## src/common/cps_pkg.sv

```systemverilog
// Constants, types and register map of the compressor protection supervisor
package cps_pkg;

   // Time base
   localparam int unsigned CLK_HZ = 40000000;
   localparam int unsigned TICK_MS = 100;
   localparam int unsigned TICK_CYC = CLK_HZ / 1000 * TICK_MS;
   localparam int unsigned STEP_S = 90;
   localparam int unsigned OFF_DELAY_MIN = 3;
   localparam int unsigned SAG_RESTART_MIN = 30;
   localparam logic [15:0] STEP_TICKS = 16'(STEP_S * 1000 / TICK_MS);
   localparam logic [15:0] OFF_TICKS = 16'(OFF_DELAY_MIN * 60000 / TICK_MS);
   localparam logic [15:0] SAG_TICKS = 16'(SAG_RESTART_MIN * 60000 / TICK_MS);
   localparam logic [7:0] HYST_TENTHS_F = 8'h24; // 3.6 F rise above 32 F base = 35.6 F

   // Ladder constants
   localparam logic [7:0] STEP_NORMAL_HZ = 8'h08;
   localparam logic [7:0] STEP_HIGH_HZ = 8'h1e;
   localparam logic [2:0] TRIP_LIMIT = 3'h6;
   localparam int unsigned NPROT = 4;

   // APB map (byte addresses)
   localparam logic [7:0] A_CTRL = 8'h00;
   localparam logic [7:0] A_STATUS = 8'h04;
   localparam logic [7:0] A_IRQ_STAT = 8'h08;
   localparam logic [7:0] A_IRQ_EN = 8'h0c;
   localparam logic [7:0] A_IRQ_CLR = 8'h10;
   localparam logic [7:0] A_FREQ = 8'h14;
   localparam logic [7:0] A_TH_BASE = 8'h20; // 4 protections x 4 words
   localparam logic [7:0] A_CLR_BASE = 8'h60; // Clearing time per protection, ticks
   localparam logic [7:0] A_SAG = 8'h70;

   // Reset values
   localparam logic [7:0] FREQ_MIN_RST = 8'h14;
   localparam logic [7:0] FREQ_MAX_RST = 8'h5a;
   localparam logic [15:0] CLR_TIME_RST = 16'h4650;

   // Protection indices
   localparam int unsigned P_COOL = 0;
   localparam int unsigned P_HEAT = 1;
   localparam int unsigned P_DISC = 2;
   localparam int unsigned P_CUR = 3;

   typedef enum logic [1:0] {M_OFF = 2'h0, M_FAN = 2'h1, M_COOL = 2'h3, M_HEAT = 2'h2} mode_e;
   // Supervisor states, Gray along run -> stopped -> locked
   typedef enum logic [1:0] {S_RUN = 2'h0, S_STOP = 2'h1, S_LOCK = 2'h3, S_SAG = 2'h2} sup_e;

   // Four ascending thresholds of one ladder
   typedef struct packed {
      logic [15:0] lim;
      logic [15:0] norm;
      logic [15:0] high;
      logic [15:0] stop;
   } ladder_s;

   typedef struct packed {
      logic [15:0] coil_out;
      logic [15:0] coil_in;
      logic [15:0] disc;
      logic [15:0] cur;
   } sense_s;

endpackage

```

## src/verilog/comp_protect.sv

```systemverilog
// Compressor protection supervisor with APB register access
//
// Implementation choices: the APB register port and the register offsets.
`timescale 1ns/1ps
module comp_protect
   import cps_pkg::*;
#(
   parameter int unsigned TICK_DIV = TICK_CYC,
   parameter logic [15:0] STEP_T = STEP_TICKS,
   parameter logic [15:0] OFF_T = OFF_TICKS,
   parameter logic [15:0] SAG_T = SAG_TICKS
) (
   input wire logic SYS_CLK,
   input wire logic RST_B,
   input wire logic PSEL,
   input wire logic PENABLE,
   input wire logic PWRITE,
   input wire logic [7:0] PADDR,
   input wire logic [31:0] PWDATA,
   output logic [31:0] PRDATA,
   output logic PREADY,
   output logic PSLVERR,
   input wire logic [15:0] COIL_OUT_TEMP,
   input wire logic [15:0] COIL_IN_TEMP,
   input wire logic [15:0] DISCHARGE_TEMP,
   input wire logic [15:0] AC_INPUT_CURRENT,
   input wire logic [15:0] DC_LINK_VOLTAGE,
   input wire logic KEY_ONOFF,
   output logic [7:0] FREQ_LIMIT,
   output logic RAISE_BLOCK,
   output logic STOP_REQ,
   output logic IRQ
);

   ////////////////////////////////////////////////////////////////////////////
   // Sensor inputs cross in from the sensing front end: two flops each
   sense_s s1_q, s2_q;
   logic [15:0] v1_q, v2_q;
   logic k1_q, k2_q, k3_q;
   always_ff @(posedge SYS_CLK or negedge RST_B) begin
      if (!RST_B) begin
         s1_q <= '0;
         s2_q <= '0;
         v1_q <= 16'h0000;
         v2_q <= 16'h0000;
         k1_q <= 1'b0;
         k2_q <= 1'b0;
         k3_q <= 1'b0;
      end else begin
         s1_q <= '{COIL_OUT_TEMP, COIL_IN_TEMP, DISCHARGE_TEMP, AC_INPUT_CURRENT};
         s2_q <= s1_q;
         v1_q <= DC_LINK_VOLTAGE;
         v2_q <= v1_q;
         k1_q <= KEY_ONOFF;
         k2_q <= k1_q;
         k3_q <= k2_q;
      end
   end
   logic key_press;
   assign key_press = k2_q & ~k3_q;

   ////////////////////////////////////////////////////////////////////////////
   // Shared time base: one prescaler, every timer counts its ticks
   logic [31:0] pre_q;
   logic tick;
   assign tick = (pre_q == TICK_DIV - 1);
   always_ff @(posedge SYS_CLK or negedge RST_B) begin
      if (!RST_B) pre_q <= 32'h00000000;
      else if (tick) pre_q <= 32'h00000000;
      else pre_q <= pre_q + 32'h00000001;
   end

   ////////////////////////////////////////////////////////////////////////////
   // Registers
   mode_e mode_q;
   logic [7:0] fmin_q, fmax_q, fcur_q;
   ladder_s th_q [NPROT];
   logic [15:0] clr_t_q [NPROT];
   logic [15:0] sag_th_q, sag_det_q;
   logic [7:0] irq_en_q, irq_st_q;
   logic wr, rd;
   assign wr = PSEL & PENABLE & PWRITE;
   assign rd = PSEL & ~PENABLE & ~PWRITE;

   always_ff @(posedge SYS_CLK or negedge RST_B) begin
      if (!RST_B) begin
         mode_q <= M_OFF;
         fmin_q <= FREQ_MIN_RST;
         fmax_q <= FREQ_MAX_RST;
         for (int i = 0; i < NPROT; i++) begin
            th_q[i] <= '1;
            clr_t_q[i] <= CLR_TIME_RST;
         end
         sag_th_q <= 16'h0000;
         sag_det_q <= 16'h000a;
         irq_en_q <= 8'h00;
      end else if (wr) begin
         case (PADDR)
            A_CTRL: mode_q <= mode_e'(PWDATA[1:0]);
            A_FREQ: begin
               fmin_q <= PWDATA[7:0];
               fmax_q <= PWDATA[15:8];
            end
            A_IRQ_EN: irq_en_q <= PWDATA[7:0];
            A_SAG: begin
               sag_th_q <= PWDATA[15:0];
               sag_det_q <= PWDATA[31:16];
            end
            default: begin
               if (PADDR >= A_TH_BASE && PADDR < A_CLR_BASE) begin
                  case (PADDR[3:2])
                     2'h0: th_q[PADDR[5:4] - 2'h2].lim <= PWDATA[15:0];
                     2'h1: th_q[PADDR[5:4] - 2'h2].norm <= PWDATA[15:0];
                     2'h2: th_q[PADDR[5:4] - 2'h2].high <= PWDATA[15:0];
                     default: th_q[PADDR[5:4] - 2'h2].stop <= PWDATA[15:0];
                  endcase
               end else if (PADDR >= A_CLR_BASE && PADDR < A_SAG) begin
                  clr_t_q[PADDR[3:2]] <= PWDATA[15:0];
               end
            end
         endcase
      end
   end

   ////////////////////////////////////////////////////////////////////////////
   // Per-protection ladder: band, trip and counter
   logic [15:0] val [NPROT];
   assign val[P_COOL] = s2_q.coil_out;
   assign val[P_HEAT] = s2_q.coil_in;
   assign val[P_DISC] = s2_q.disc;
   assign val[P_CUR] = s2_q.cur;

   logic [NPROT-1:0] act, in_lim, in_norm, in_high, at_stop, start_ok;
   logic [2:0] trips_q [NPROT];
   logic [NPROT-1:0] lock;
   sup_e st_q;
   logic [15:0] off_q, step_q, run_q [NPROT], sag_cnt_q, sag_rs_q;
   logic at_min_q, comp_on;
   assign comp_on = (st_q == S_RUN) && (mode_q == M_COOL || mode_q == M_HEAT);
   logic dwell_done;
   assign dwell_done = at_min_q && (step_q >= STEP_T);

   genvar g;
   generate
      for (g = 0; g < NPROT; g++) begin : g_prot
         if (g == P_COOL) assign act[g] = (mode_q == M_COOL);
         else if (g == P_HEAT) assign act[g] = (mode_q == M_HEAT);
         else assign act[g] = 1'b1;
         assign in_lim[g] = act[g] && val[g] >= th_q[g].lim && val[g] < th_q[g].norm;
         assign in_norm[g] = act[g] && val[g] >= th_q[g].norm && val[g] < th_q[g].high;
         assign in_high[g] = act[g] && val[g] >= th_q[g].high && val[g] < th_q[g].stop;
         assign at_stop[g] = act[g] && val[g] >= th_q[g].stop;
         // Limit minus hysteresis for start check; threshold holds the release point
         assign start_ok[g] = !act[g] || val[g] < th_q[g].lim;
         assign lock[g] = (trips_q[g] >= TRIP_LIMIT);

         // Run time since start; counter clears past the clearing time
         always_ff @(posedge SYS_CLK or negedge RST_B) begin
            if (!RST_B) run_q[g] <= 16'h0000;
            else if (!comp_on) run_q[g] <= 16'h0000;
            else if (tick && run_q[g] != 16'hffff) run_q[g] <= run_q[g] + 16'h0001;
         end

         // Consecutive stop counter
         always_ff @(posedge SYS_CLK or negedge RST_B) begin
            if (!RST_B) trips_q[g] <= 3'h0;
            else if (comp_on && (at_stop[g] || (dwell_done && (in_norm[g] || in_high[g]))))
               trips_q[g] <= lock[g] ? trips_q[g] : trips_q[g] + 3'h1;
            else if (lock[g] && key_press) trips_q[g] <= 3'h0;
            // Off or fan mode drops pending troubles, but never a latched fault
            else if (!lock[g] && (mode_q == M_OFF || mode_q == M_FAN)) trips_q[g] <= 3'h0;
            else if (comp_on && run_q[g] > clr_t_q[g]) trips_q[g] <= 3'h0;
         end
      end
   endgenerate

   logic any_red, any_norm, any_high, any_trip, all_ok;
   assign any_norm = |in_norm;
   assign any_high = |in_high;
   assign any_red = any_norm | any_high;
   assign any_trip = |at_stop | (dwell_done & any_red);
   assign all_ok = &start_ok;

   ////////////////////////////////////////////////////////////////////////////
   // DC link sag detection while running
   logic sag_trip;
   assign sag_trip = comp_on && (v2_q < sag_th_q) && (sag_cnt_q >= sag_det_q);
   always_ff @(posedge SYS_CLK or negedge RST_B) begin
      if (!RST_B) sag_cnt_q <= 16'h0000;
      else if (!comp_on || v2_q >= sag_th_q) sag_cnt_q <= 16'h0000;
      else if (tick && sag_cnt_q != 16'hffff) sag_cnt_q <= sag_cnt_q + 16'h0001;
   end

   ////////////////////////////////////////////////////////////////////////////
   // Supervisor state
   always_ff @(posedge SYS_CLK or negedge RST_B) begin
      if (!RST_B) st_q <= S_STOP;
      else begin
         case (st_q)
            S_RUN: begin
               if (sag_trip) st_q <= S_SAG;
               else if (|lock) st_q <= S_LOCK;
               else if (any_trip || mode_q == M_OFF || mode_q == M_FAN) st_q <= S_STOP;
            end
            S_STOP: begin
               if (|lock) st_q <= S_LOCK;
               // Failed start check stays stopped, counts no trip
               else if (off_q >= OFF_T && all_ok) st_q <= S_RUN;
            end
            S_LOCK: if (!(|lock)) st_q <= S_STOP;
            S_SAG: if (off_q >= SAG_T) st_q <= S_STOP;
            default: st_q <= S_STOP;
         endcase
      end
   end

   // Off time since stop, shared tick
   always_ff @(posedge SYS_CLK or negedge RST_B) begin
      if (!RST_B) off_q <= 16'h0000;
      else if (st_q == S_RUN) off_q <= 16'h0000;
      else if (tick && off_q != 16'hffff) off_q <= off_q + 16'h0001;
   end

   ////////////////////////////////////////////////////////////////////////////
   // Frequency limit stepping every 90 s in reduction bands
   logic [7:0] step_amt;
   assign step_amt = any_high ? STEP_HIGH_HZ : STEP_NORMAL_HZ;
   always_ff @(posedge SYS_CLK or negedge RST_B) begin
      if (!RST_B) begin
         fcur_q <= FREQ_MAX_RST;
         step_q <= 16'h0000;
         at_min_q <= 1'b0;
      end else if (!comp_on || !any_red) begin
         fcur_q <= (|in_lim && comp_on) ? fcur_q : fmax_q;
         step_q <= 16'h0000;
         at_min_q <= 1'b0;
      end else if (tick) begin
         if (step_q >= STEP_T) begin
            step_q <= 16'h0000;
            if (fcur_q <= fmin_q + step_amt) begin
               fcur_q <= fmin_q;
               at_min_q <= 1'b1;
            end else fcur_q <= fcur_q - step_amt;
         end else step_q <= step_q + 16'h0001;
      end
   end

   ////////////////////////////////////////////////////////////////////////////
   // Outputs and interrupt status
   logic [7:0] ev;
   assign ev = {4'h0, st_q == S_RUN && sag_trip, |lock, st_q == S_RUN && any_trip, any_red};
   always_ff @(posedge SYS_CLK or negedge RST_B) begin
      if (!RST_B) begin
         FREQ_LIMIT <= 8'h00;
         RAISE_BLOCK <= 1'b0;
         STOP_REQ <= 1'b1;
         IRQ <= 1'b0;
         irq_st_q <= 8'h00;
      end else begin
         FREQ_LIMIT <= comp_on ? fcur_q : 8'h00;
         RAISE_BLOCK <= |in_lim | any_red;
         STOP_REQ <= !comp_on;
         // Set wins over clear
         irq_st_q <= (irq_st_q & ~((wr && PADDR == A_IRQ_CLR) ? PWDATA[7:0] : 8'h00)) | ev;
         IRQ <= |(irq_st_q & irq_en_q);
      end
   end

   ////////////////////////////////////////////////////////////////////////////
   // APB read path: data registered in setup, ready in access
   logic [31:0] rdat;
   always_comb begin
      rdat = 32'h00000000;
      case (PADDR)
         A_CTRL: rdat = {30'h0, mode_q};
         A_STATUS: rdat = {17'h0, trips_q[P_CUR], trips_q[P_DISC], lock, st_q, 2'h0};
         A_IRQ_STAT: rdat = {24'h0, irq_st_q};
         A_IRQ_EN: rdat = {24'h0, irq_en_q};
         A_FREQ: rdat = {8'h0, fcur_q, fmax_q, fmin_q};
         A_SAG: rdat = {sag_det_q, sag_th_q};
         default: begin
            if (PADDR >= A_TH_BASE && PADDR < A_CLR_BASE) begin
               case (PADDR[3:2])
                  2'h0: rdat = {16'h0, th_q[PADDR[5:4] - 2'h2].lim};
                  2'h1: rdat = {16'h0, th_q[PADDR[5:4] - 2'h2].norm};
                  2'h2: rdat = {16'h0, th_q[PADDR[5:4] - 2'h2].high};
                  default: rdat = {16'h0, th_q[PADDR[5:4] - 2'h2].stop};
               endcase
            end else if (PADDR >= A_CLR_BASE && PADDR < A_SAG) begin
               rdat = {16'h0, clr_t_q[PADDR[3:2]]};
            end
         end
      endcase
   end

   always_ff @(posedge SYS_CLK or negedge RST_B) begin
      if (!RST_B) begin
         PRDATA <= 32'h00000000;
         PREADY <= 1'b0;
         PSLVERR <= 1'b0;
      end else begin
         if (rd) PRDATA <= rdat;
         PREADY <= PSEL & ~PENABLE;
         PSLVERR <= PSEL & ~PENABLE & (PADDR[1:0] != 2'h0 || PADDR > A_SAG);
      end
   end

endmodule // comp_protect

```

## config.mk

```make
export PLATFORM = sky130hd
export DESIGN_NAME = comp_protect
export DESIGN_NICKNAME = d
export VERILOG_FILES = /design/src/common/cps_pkg.sv /design/src/verilog/comp_protect.sv
export SDC_FILE = /design/constraint.sdc
export NUM_CORES = 2
export LEC_CHECK = 0
export CAP_MARGIN = 25
export CORE_MARGIN = 4
export CORE_UTILIZATION = 40
export CTS_CLUSTER_DIAMETER = 150
export DETAILED_ROUTE_END_ITERATION = 12
export DONT_BUFFER_PORTS = 1
export HOLD_SLACK_MARGIN = 0.03
export PLACE_DENSITY_LB_ADDON = 0.15
export SYNTH_ARGS = -nofsm -noshare
export SYNTH_HDL_FRONTEND = slang
export SYNTH_SLANG_ARGS = --single-unit
```

## constraint.sdc

```tcl
create_clock -name SYS_CLK -period 14.46 [get_ports SYS_CLK]
set_clock_uncertainty 0.1 [all_clocks]
set_input_delay 0.723 -clock SYS_CLK [delete_from_list [all_inputs] [get_ports SYS_CLK]]
set_output_delay 0.723 -clock SYS_CLK [all_outputs]
set_load 0.01 [all_outputs]
```

# ---- Word-level counts from Yosys, hierarchy flattened
# Index checks and enable logic that the tools add are counted.
dict set report word_totals {
  reg_bits 761
  output_inout_bits 45
  word_cells 389
}
dict set report op_classes {
  n_addsub 15
  n_lt_le_gt_ge 56
  n_eq_ne 34
  mux 82
  bitwise_logic 21
  n_reduce_logical 119
}
# cell count
set ops {}
lappend ops {{256-bit bitwise mux} 4}
lappend ops {{256-bit case mux with 3 select lines} 1}
lappend ops {{64-bit demux with 2-bit select} 4}
lappend ops {{16-bit 2-to-1 mux} 20}
lappend ops {{16-bit >= comparator} 18}
lappend ops {{16-bit < comparator} 17}
lappend ops {{64-bit 2-to-1 mux} 3}
lappend ops {{32-bit case mux with 6 select lines} 1}
lappend ops {{64-bit binary-select mux with 2-bit select} 1}
lappend ops {{16-bit by 1-bit adder with 16-bit output (second input constant)} 7}
lappend ops {{32-bit 2-to-1 mux} 3}
lappend ops {{16-bit inequality test (second input constant)} 6}
lappend ops {{64-bit bitwise mux} 1}
lappend ops {{16-bit greater-than comparator} 4}
lappend ops {{3-bit 2-to-1 mux} 20}
lappend ops {{1-bit logical AND} 59}
lappend ops {{8-bit 2-to-1 mux} 7}
lappend ops {{48-bit 2-to-1 mux} 1}
lappend ops {{16-bit case mux with 3 select lines} 1}
lappend ops {{32-bit by 1-bit adder with 32-bit output (second input constant)} 1}
lappend ops {{16-bit binary-select mux with 2-bit select} 1}
lappend ops {{16-bit demux with 2-bit select} 1}
lappend ops {{32-bit by 22-bit equality test with 1-bit output (second input constant)} 1}
lappend ops {{4-bit OR reduction} 6}
lappend ops {{45 further kinds} 139}

# ---- Longest topological paths before layout
dict set report depth {
  depth_word 13
  ltp_mapped 23
  ltp_nobuf 23
}

# ---- Worst setup path before layout
# Ideal clock, no wire load.
dict set report synth_path {
  path_type {reg2reg}
  start {reg th_q[142] in the netlist's numbering}
  end {reg fcur_q[2]}
  setup_ns 0.149
  arrival_time_ns 4.673
  setup_slack_ns 9.538
  path_stages_with_launch 22
  n_path_buf 0
  path_cell_list {dfstp_2 > inv_1 > ha_1 > nand4_1 > or3_1 > a2111o_1 > and4_1 > a22oi_1 > nand2_1 > ha_1 > a211oi_1 > nor2b_1 > o21ai_0 > xor2_1 > ha_1 > a21o_1 > a21oi_1 > a22oi_1 > nand2_1 > mux2_2 > nand3_1 > o221ai_1}
}
dict set report synth_via {
  elab_chain_len 10
  elab_cells_between_ends 18
}
# item line_no
set synth_rtl {}
lappend synth_rtl {{from (decl)} comp_protect.sv:77} ;# ladder_s th_q [NPROT];
lappend synth_rtl {{16-bit < comparator *} comp_protect.sv:151} ;# assign in_high[g] = act[g] && val[g] >= th_q[g].high && val[g] < th_q[g].stop;
lappend synth_rtl {{1-bit logical AND *} comp_protect.sv:151}
lappend synth_rtl {{4-bit OR reduction *} comp_protect.sv:179} ;# assign any_high = |in_high;
lappend synth_rtl {{5-bit 2-to-1 mux} comp_protect.sv:227} ;# assign step_amt = any_high ? STEP_HIGH_HZ : STEP_NORMAL_HZ;
lappend synth_rtl {{8-bit by 5-bit adder with 8-bit output} comp_protect.sv:240} ;# if (fcur_q <= fmin_q + step_amt) begin
lappend synth_rtl {{8-bit less-or-equal comparator} comp_protect.sv:240}
lappend synth_rtl {{8-bit 2-to-1 mux} comp_protect.sv:240}
lappend synth_rtl {{8-bit 2-to-1 mux} comp_protect.sv:238} ;# if (step_q >= STEP_T) begin
lappend synth_rtl {{8-bit 2-to-1 mux} comp_protect.sv:237} ;# end else if (tick) begin
lappend synth_rtl {{8-bit 2-to-1 mux} comp_protect.sv:233} ;# end else if (!comp_on || !any_red) begin
lappend synth_rtl {{to (signal assigned)} comp_protect.sv:234} ;# fcur_q <= (|in_lim && comp_on) ? fcur_q : fmax_q;
lappend synth_rtl {{to (signal assigned)} comp_protect.sv:241} ;# fcur_q <= fmin_q;
lappend synth_rtl {{to (signal assigned)} comp_protect.sv:243} ;# end else fcur_q <= fcur_q - step_amt;
lappend synth_rtl {{to (decl)} comp_protect.sv:76} ;# logic [7:0] fmin_q, fmax_q, fcur_q;
# Every way passes the cells marked *; elsewhere a longest branch is shown, timed or not. The select of a mux whose other input is x is not followed.
# A chain may end at the register's enable or synchronous reset.

# ---- Final worst setup path
dict set report layout_path {
  start {reg th_q[15] in the netlist's numbering}
  end {reg fcur_q[2]}
}
# The elaborated chain is that of the path after synthesis.

==> metrics.yaml <==
cts:
  cts_buffer_depth: 3
  post-cts-setup-buffer-count: 0
  clock_latency_ns: 0.67
  cts_root_buf: "clkbuf_16"
  path_clk_slew_ns: 0.07
  cts.sinks: 761
  numCtsBuffers: 90
  cts_tree: "done"
  cts_max_level: 3
  ctsHoldBuffers: 86
  cts_resized: 0
floorplanning:
  fp.dieH_um: 328
  die_w_um: 328
  fp.coreArea_um2: 102000
  die_area_um2: 108000
  boundaryPins: 171
  rows: 117
  initial_core_util_pct: 40.3
sta:
  max-slew-margin-rel_pct: 20.3
  min_period_over_period_pct: 41.6
  setup_ws_ns: 8.45
  worst_slew_pin_slew_ns: 1.19
  period_needed_ns: 6.01
  hold_violations: 0
  setup_viol_count_final: 0
  fmax_mhz: 166
  drv_slew: 0
  finalSetupTns_ns: 0
  rsz0062_at_grt: "false"
hold_path:
  hp-class: "primary input to flop"
  min_from: "PWDATA[4]"
finish:
  drive_gt1_share_pct: 18.5
  fin_util_pct: 45.8
  fillerInstances: 9488
  fin_nets: 4485
  area_growth_pct: 13.7
worst_setup_path:
  cp.buffers_inverters: 1
  crit_family: "simple AND/OR/NAND/NOR gates"
  required_ns: 14.87
  crit_top_cell: "ha_1"
  end_kind: "flop"
  critical_path.max_fanout: 10
  cp_slowest_cell: "nor4_1"
  slowest_delay_ns: 0.64
  worstPathArrival_ns: 6.42
  startpoint: "th_q[15]$_DFFE_PN1P_"
  crit-reg2reg-launch: "th_q[15]$_DFFE_PN1P_"
  crit_type: "flop to flop"
  worst_setup_path_start_kind: "flop"
  cp_cell_sequence: "inv_1 > ha_1 > nand4_1 > nor4_1 > o21ai_0 > o211ai_1 > o22a_1 > nand2_1 > ha_1 > a211oi_1 > nor2b_1 > o21ai_0 > xor2_1 > ha_1 > a21o_1 > a21oi_1 > a22oi_1 > nand2_1 > mux2_2 > nand3_1 > o221ai_1"
global_route:
  grt_pass1_wl_um: 204000
  grt_overflow: 0
  first_global_vias: 29900
  grt_usage_pct: 25.6
  grt_max_degree: 504
  antenna_found_initial: 6
status:
  status: "finished clean"
route:
  viasPerCell: 5.60
  firstDrtPassIters: 8
  ant_nets: 0
  wire_per_inst_um: 25.4
  wl_um: 138000
  drtIter0Drc: 2557
  drcViolationCount: 0
  num_vias: 30300
placed_design:
  place_congestion: 0.955
  dp_hpwl_um: 98000
  port_buffers: 0
  dp_slack_ns: 8.62
synthesis:
  async_flop_share_pct: 100
  syn_inst: 3922
  synth_nets: 4433
  synth_mux_area_share_pct: 9.39
  synth_xor_area_share_pct: 2.33
  synth_top_cell_by_area: "dfrtp_1"
  netlist_top_cells_area: "dfrtp_1 (29%), dfstp_2 (19%), ha_1 (12%)"
  yosys.area_share.simple_pct: 12.1
  synth_top_area_share_pct: 28.7
  synth_seq_area_share_pct: 47.3
  ys_warn_count: 0
  syn_avg_cell_area_um2: 10.5
  synth_top_family_by_area: "simple AND/OR/NAND/NOR gates"
  synth_ff_type: "dfrtp_1"
  synth_area_um2: 41000
  yosys.area_share.adder_pct: 11.8
  synth_compound_area_share_pct: 12.0
  synth_cell_types: 84
  yosys_register_bits: 761
  synth_edf_count: 0
power:
  cellPowerDensity_nw_per_um2: 116
  p_leak_nw: 21.4
  vdd_drop_max_v: 0.0000922
run:
  drv_cap: 0
flip-flops by register name, summed over array words and instances, names as in the netlist, 2 cells and up:
name,count
th_q,256
clr_t_q,64
run_q,64
s1_q,64
s2_q,64
PRDATA,32
pre_q,32
off_q,16
sag_cnt_q,16
sag_det_q,16
sag_th_q,16
step_q,16
v1_q,16
v2_q,16
trips_q,12
FREQ_LIMIT,8
fcur_q,8
fmax_q,8
fmin_q,8
irq_en_q,8
irq_st_q,8
mode_q,2
st_q,2
final timing paths:
kind,cells past startpoint,slack (ns),end
setup reg to reg,21,8.45,fcur_q[2]$_DFFE_PN0P_
hold reg to reg,0,0.25,s2_q[10]$_DFF_PN0_
hold / removal,1,0.08,irq_st_q[4]$_DFF_PN0_
max in group asynchronous,4,12.00,s2_q[35]$_DFF_PN0_
setup / recovery,21,8.45,fcur_q[2]$_DFFE_PN0P_
min in group asynchronous,1,0.22,fmin_q[4]$_DFFE_PN1P_
metrics by stage:
step / cells / cell area [µm²] / hold WS [ns] / power (mW)
floorplan: 3922 / 41000 / 0.231 / 2.75
detailed placement: 5159 / 42400 / 0.235 / 2.92
global route: 5415 / 46600 / 0.0448 / 5.63
global placement: 5158 / 42400 / 0.232 / 2.92
CTS: 5410 / 46500 / 0.0370 / 5.46
finish: 5416 / 46600 / 0.0831 / 5.41
Yosys cell counts (13+ instances only):
cell and n:
and4_1 14, a221oi_1 19, nor3_1 30, dfrtp_1 471, clkbuf_1 114, nor4_1 20
inv_1 392, mux4_2 96, buf_1 35, nand4_1 79, or3_1 33, a211oi_1 29
mux2_2 135, a222oi_1 15, ha_1 383, o211ai_1 18, nor2_1 193, o21a_1 25
a22oi_1 19, and3_1 50, dfstp_2 290, o21ai_0 374, a21oi_1 176, xor2_1 49
a21o_1 49, nand2_1 444, nand3_1 91, nor2b_1 28, nand2b_1 25, xnor2_1 60
mux2i_1 17, and2_1 13
layer usage:
layer	track usage (%)	vias up	wire length [µm]
met1	35.0	15200	60400
met5	0	-	18
met4	10.1	2	6070
met3	4.41	260	8530
met2	40.5	930	62700
li1	-	13900	-
kinds of logic after synthesis:
kind of cell / after synthesis
buf+inv: 550
xor+xnor: 109
compound gates: 814
mux: 248
simple gates: 1055
fa+ha+maj: 385
flops: 761
report_power, final:
group | switching, mW | internal, mW | leakage (nW)
Clock | 0.961 | 1.48 | 1.53
Sequential | 0.0962 | 2.29 | 9.18
Combinational | 0.345 | 0.237 | 10.7
cell type report:
cell class	count	area [µm²]	area share, %
Antenna cell	1	2.50	0.00537
Clock buffer	128	2640	5.66
Clock inverter	37	523	1.12
Inverter	392	1470	3.16
Multi-Input combinational cell	2611	19600	42.1
Sequential cell	761	19400	41.6
Tap cell	1368	1710	3.67
Timing Repair Buffer	118	1240	2.66
cells in the final DEF (no fill, tap or decap), drive strengths merged, types with 28 or more instances in the layout:
cell,netlist,routed
ha,383,383
buf,44,34
a211oi,30,30
mux4,96,96
o21ai,378,378
nand2,444,444
dfrtp,471,471
nor3,34,34
a21oi,176,176
nor2b,28,28
dlygate4sd3,0,84
nor2,193,193
inv,392,394
mux2,135,135
xor2,49,49
clkbuf,114,128
xnor2,60,60
or3,33,33
nand4,79,79
dfstp,290,290
a21o,49,49
and3,50,50
nand3,91,91
Power figures use the tool's default switching activity.
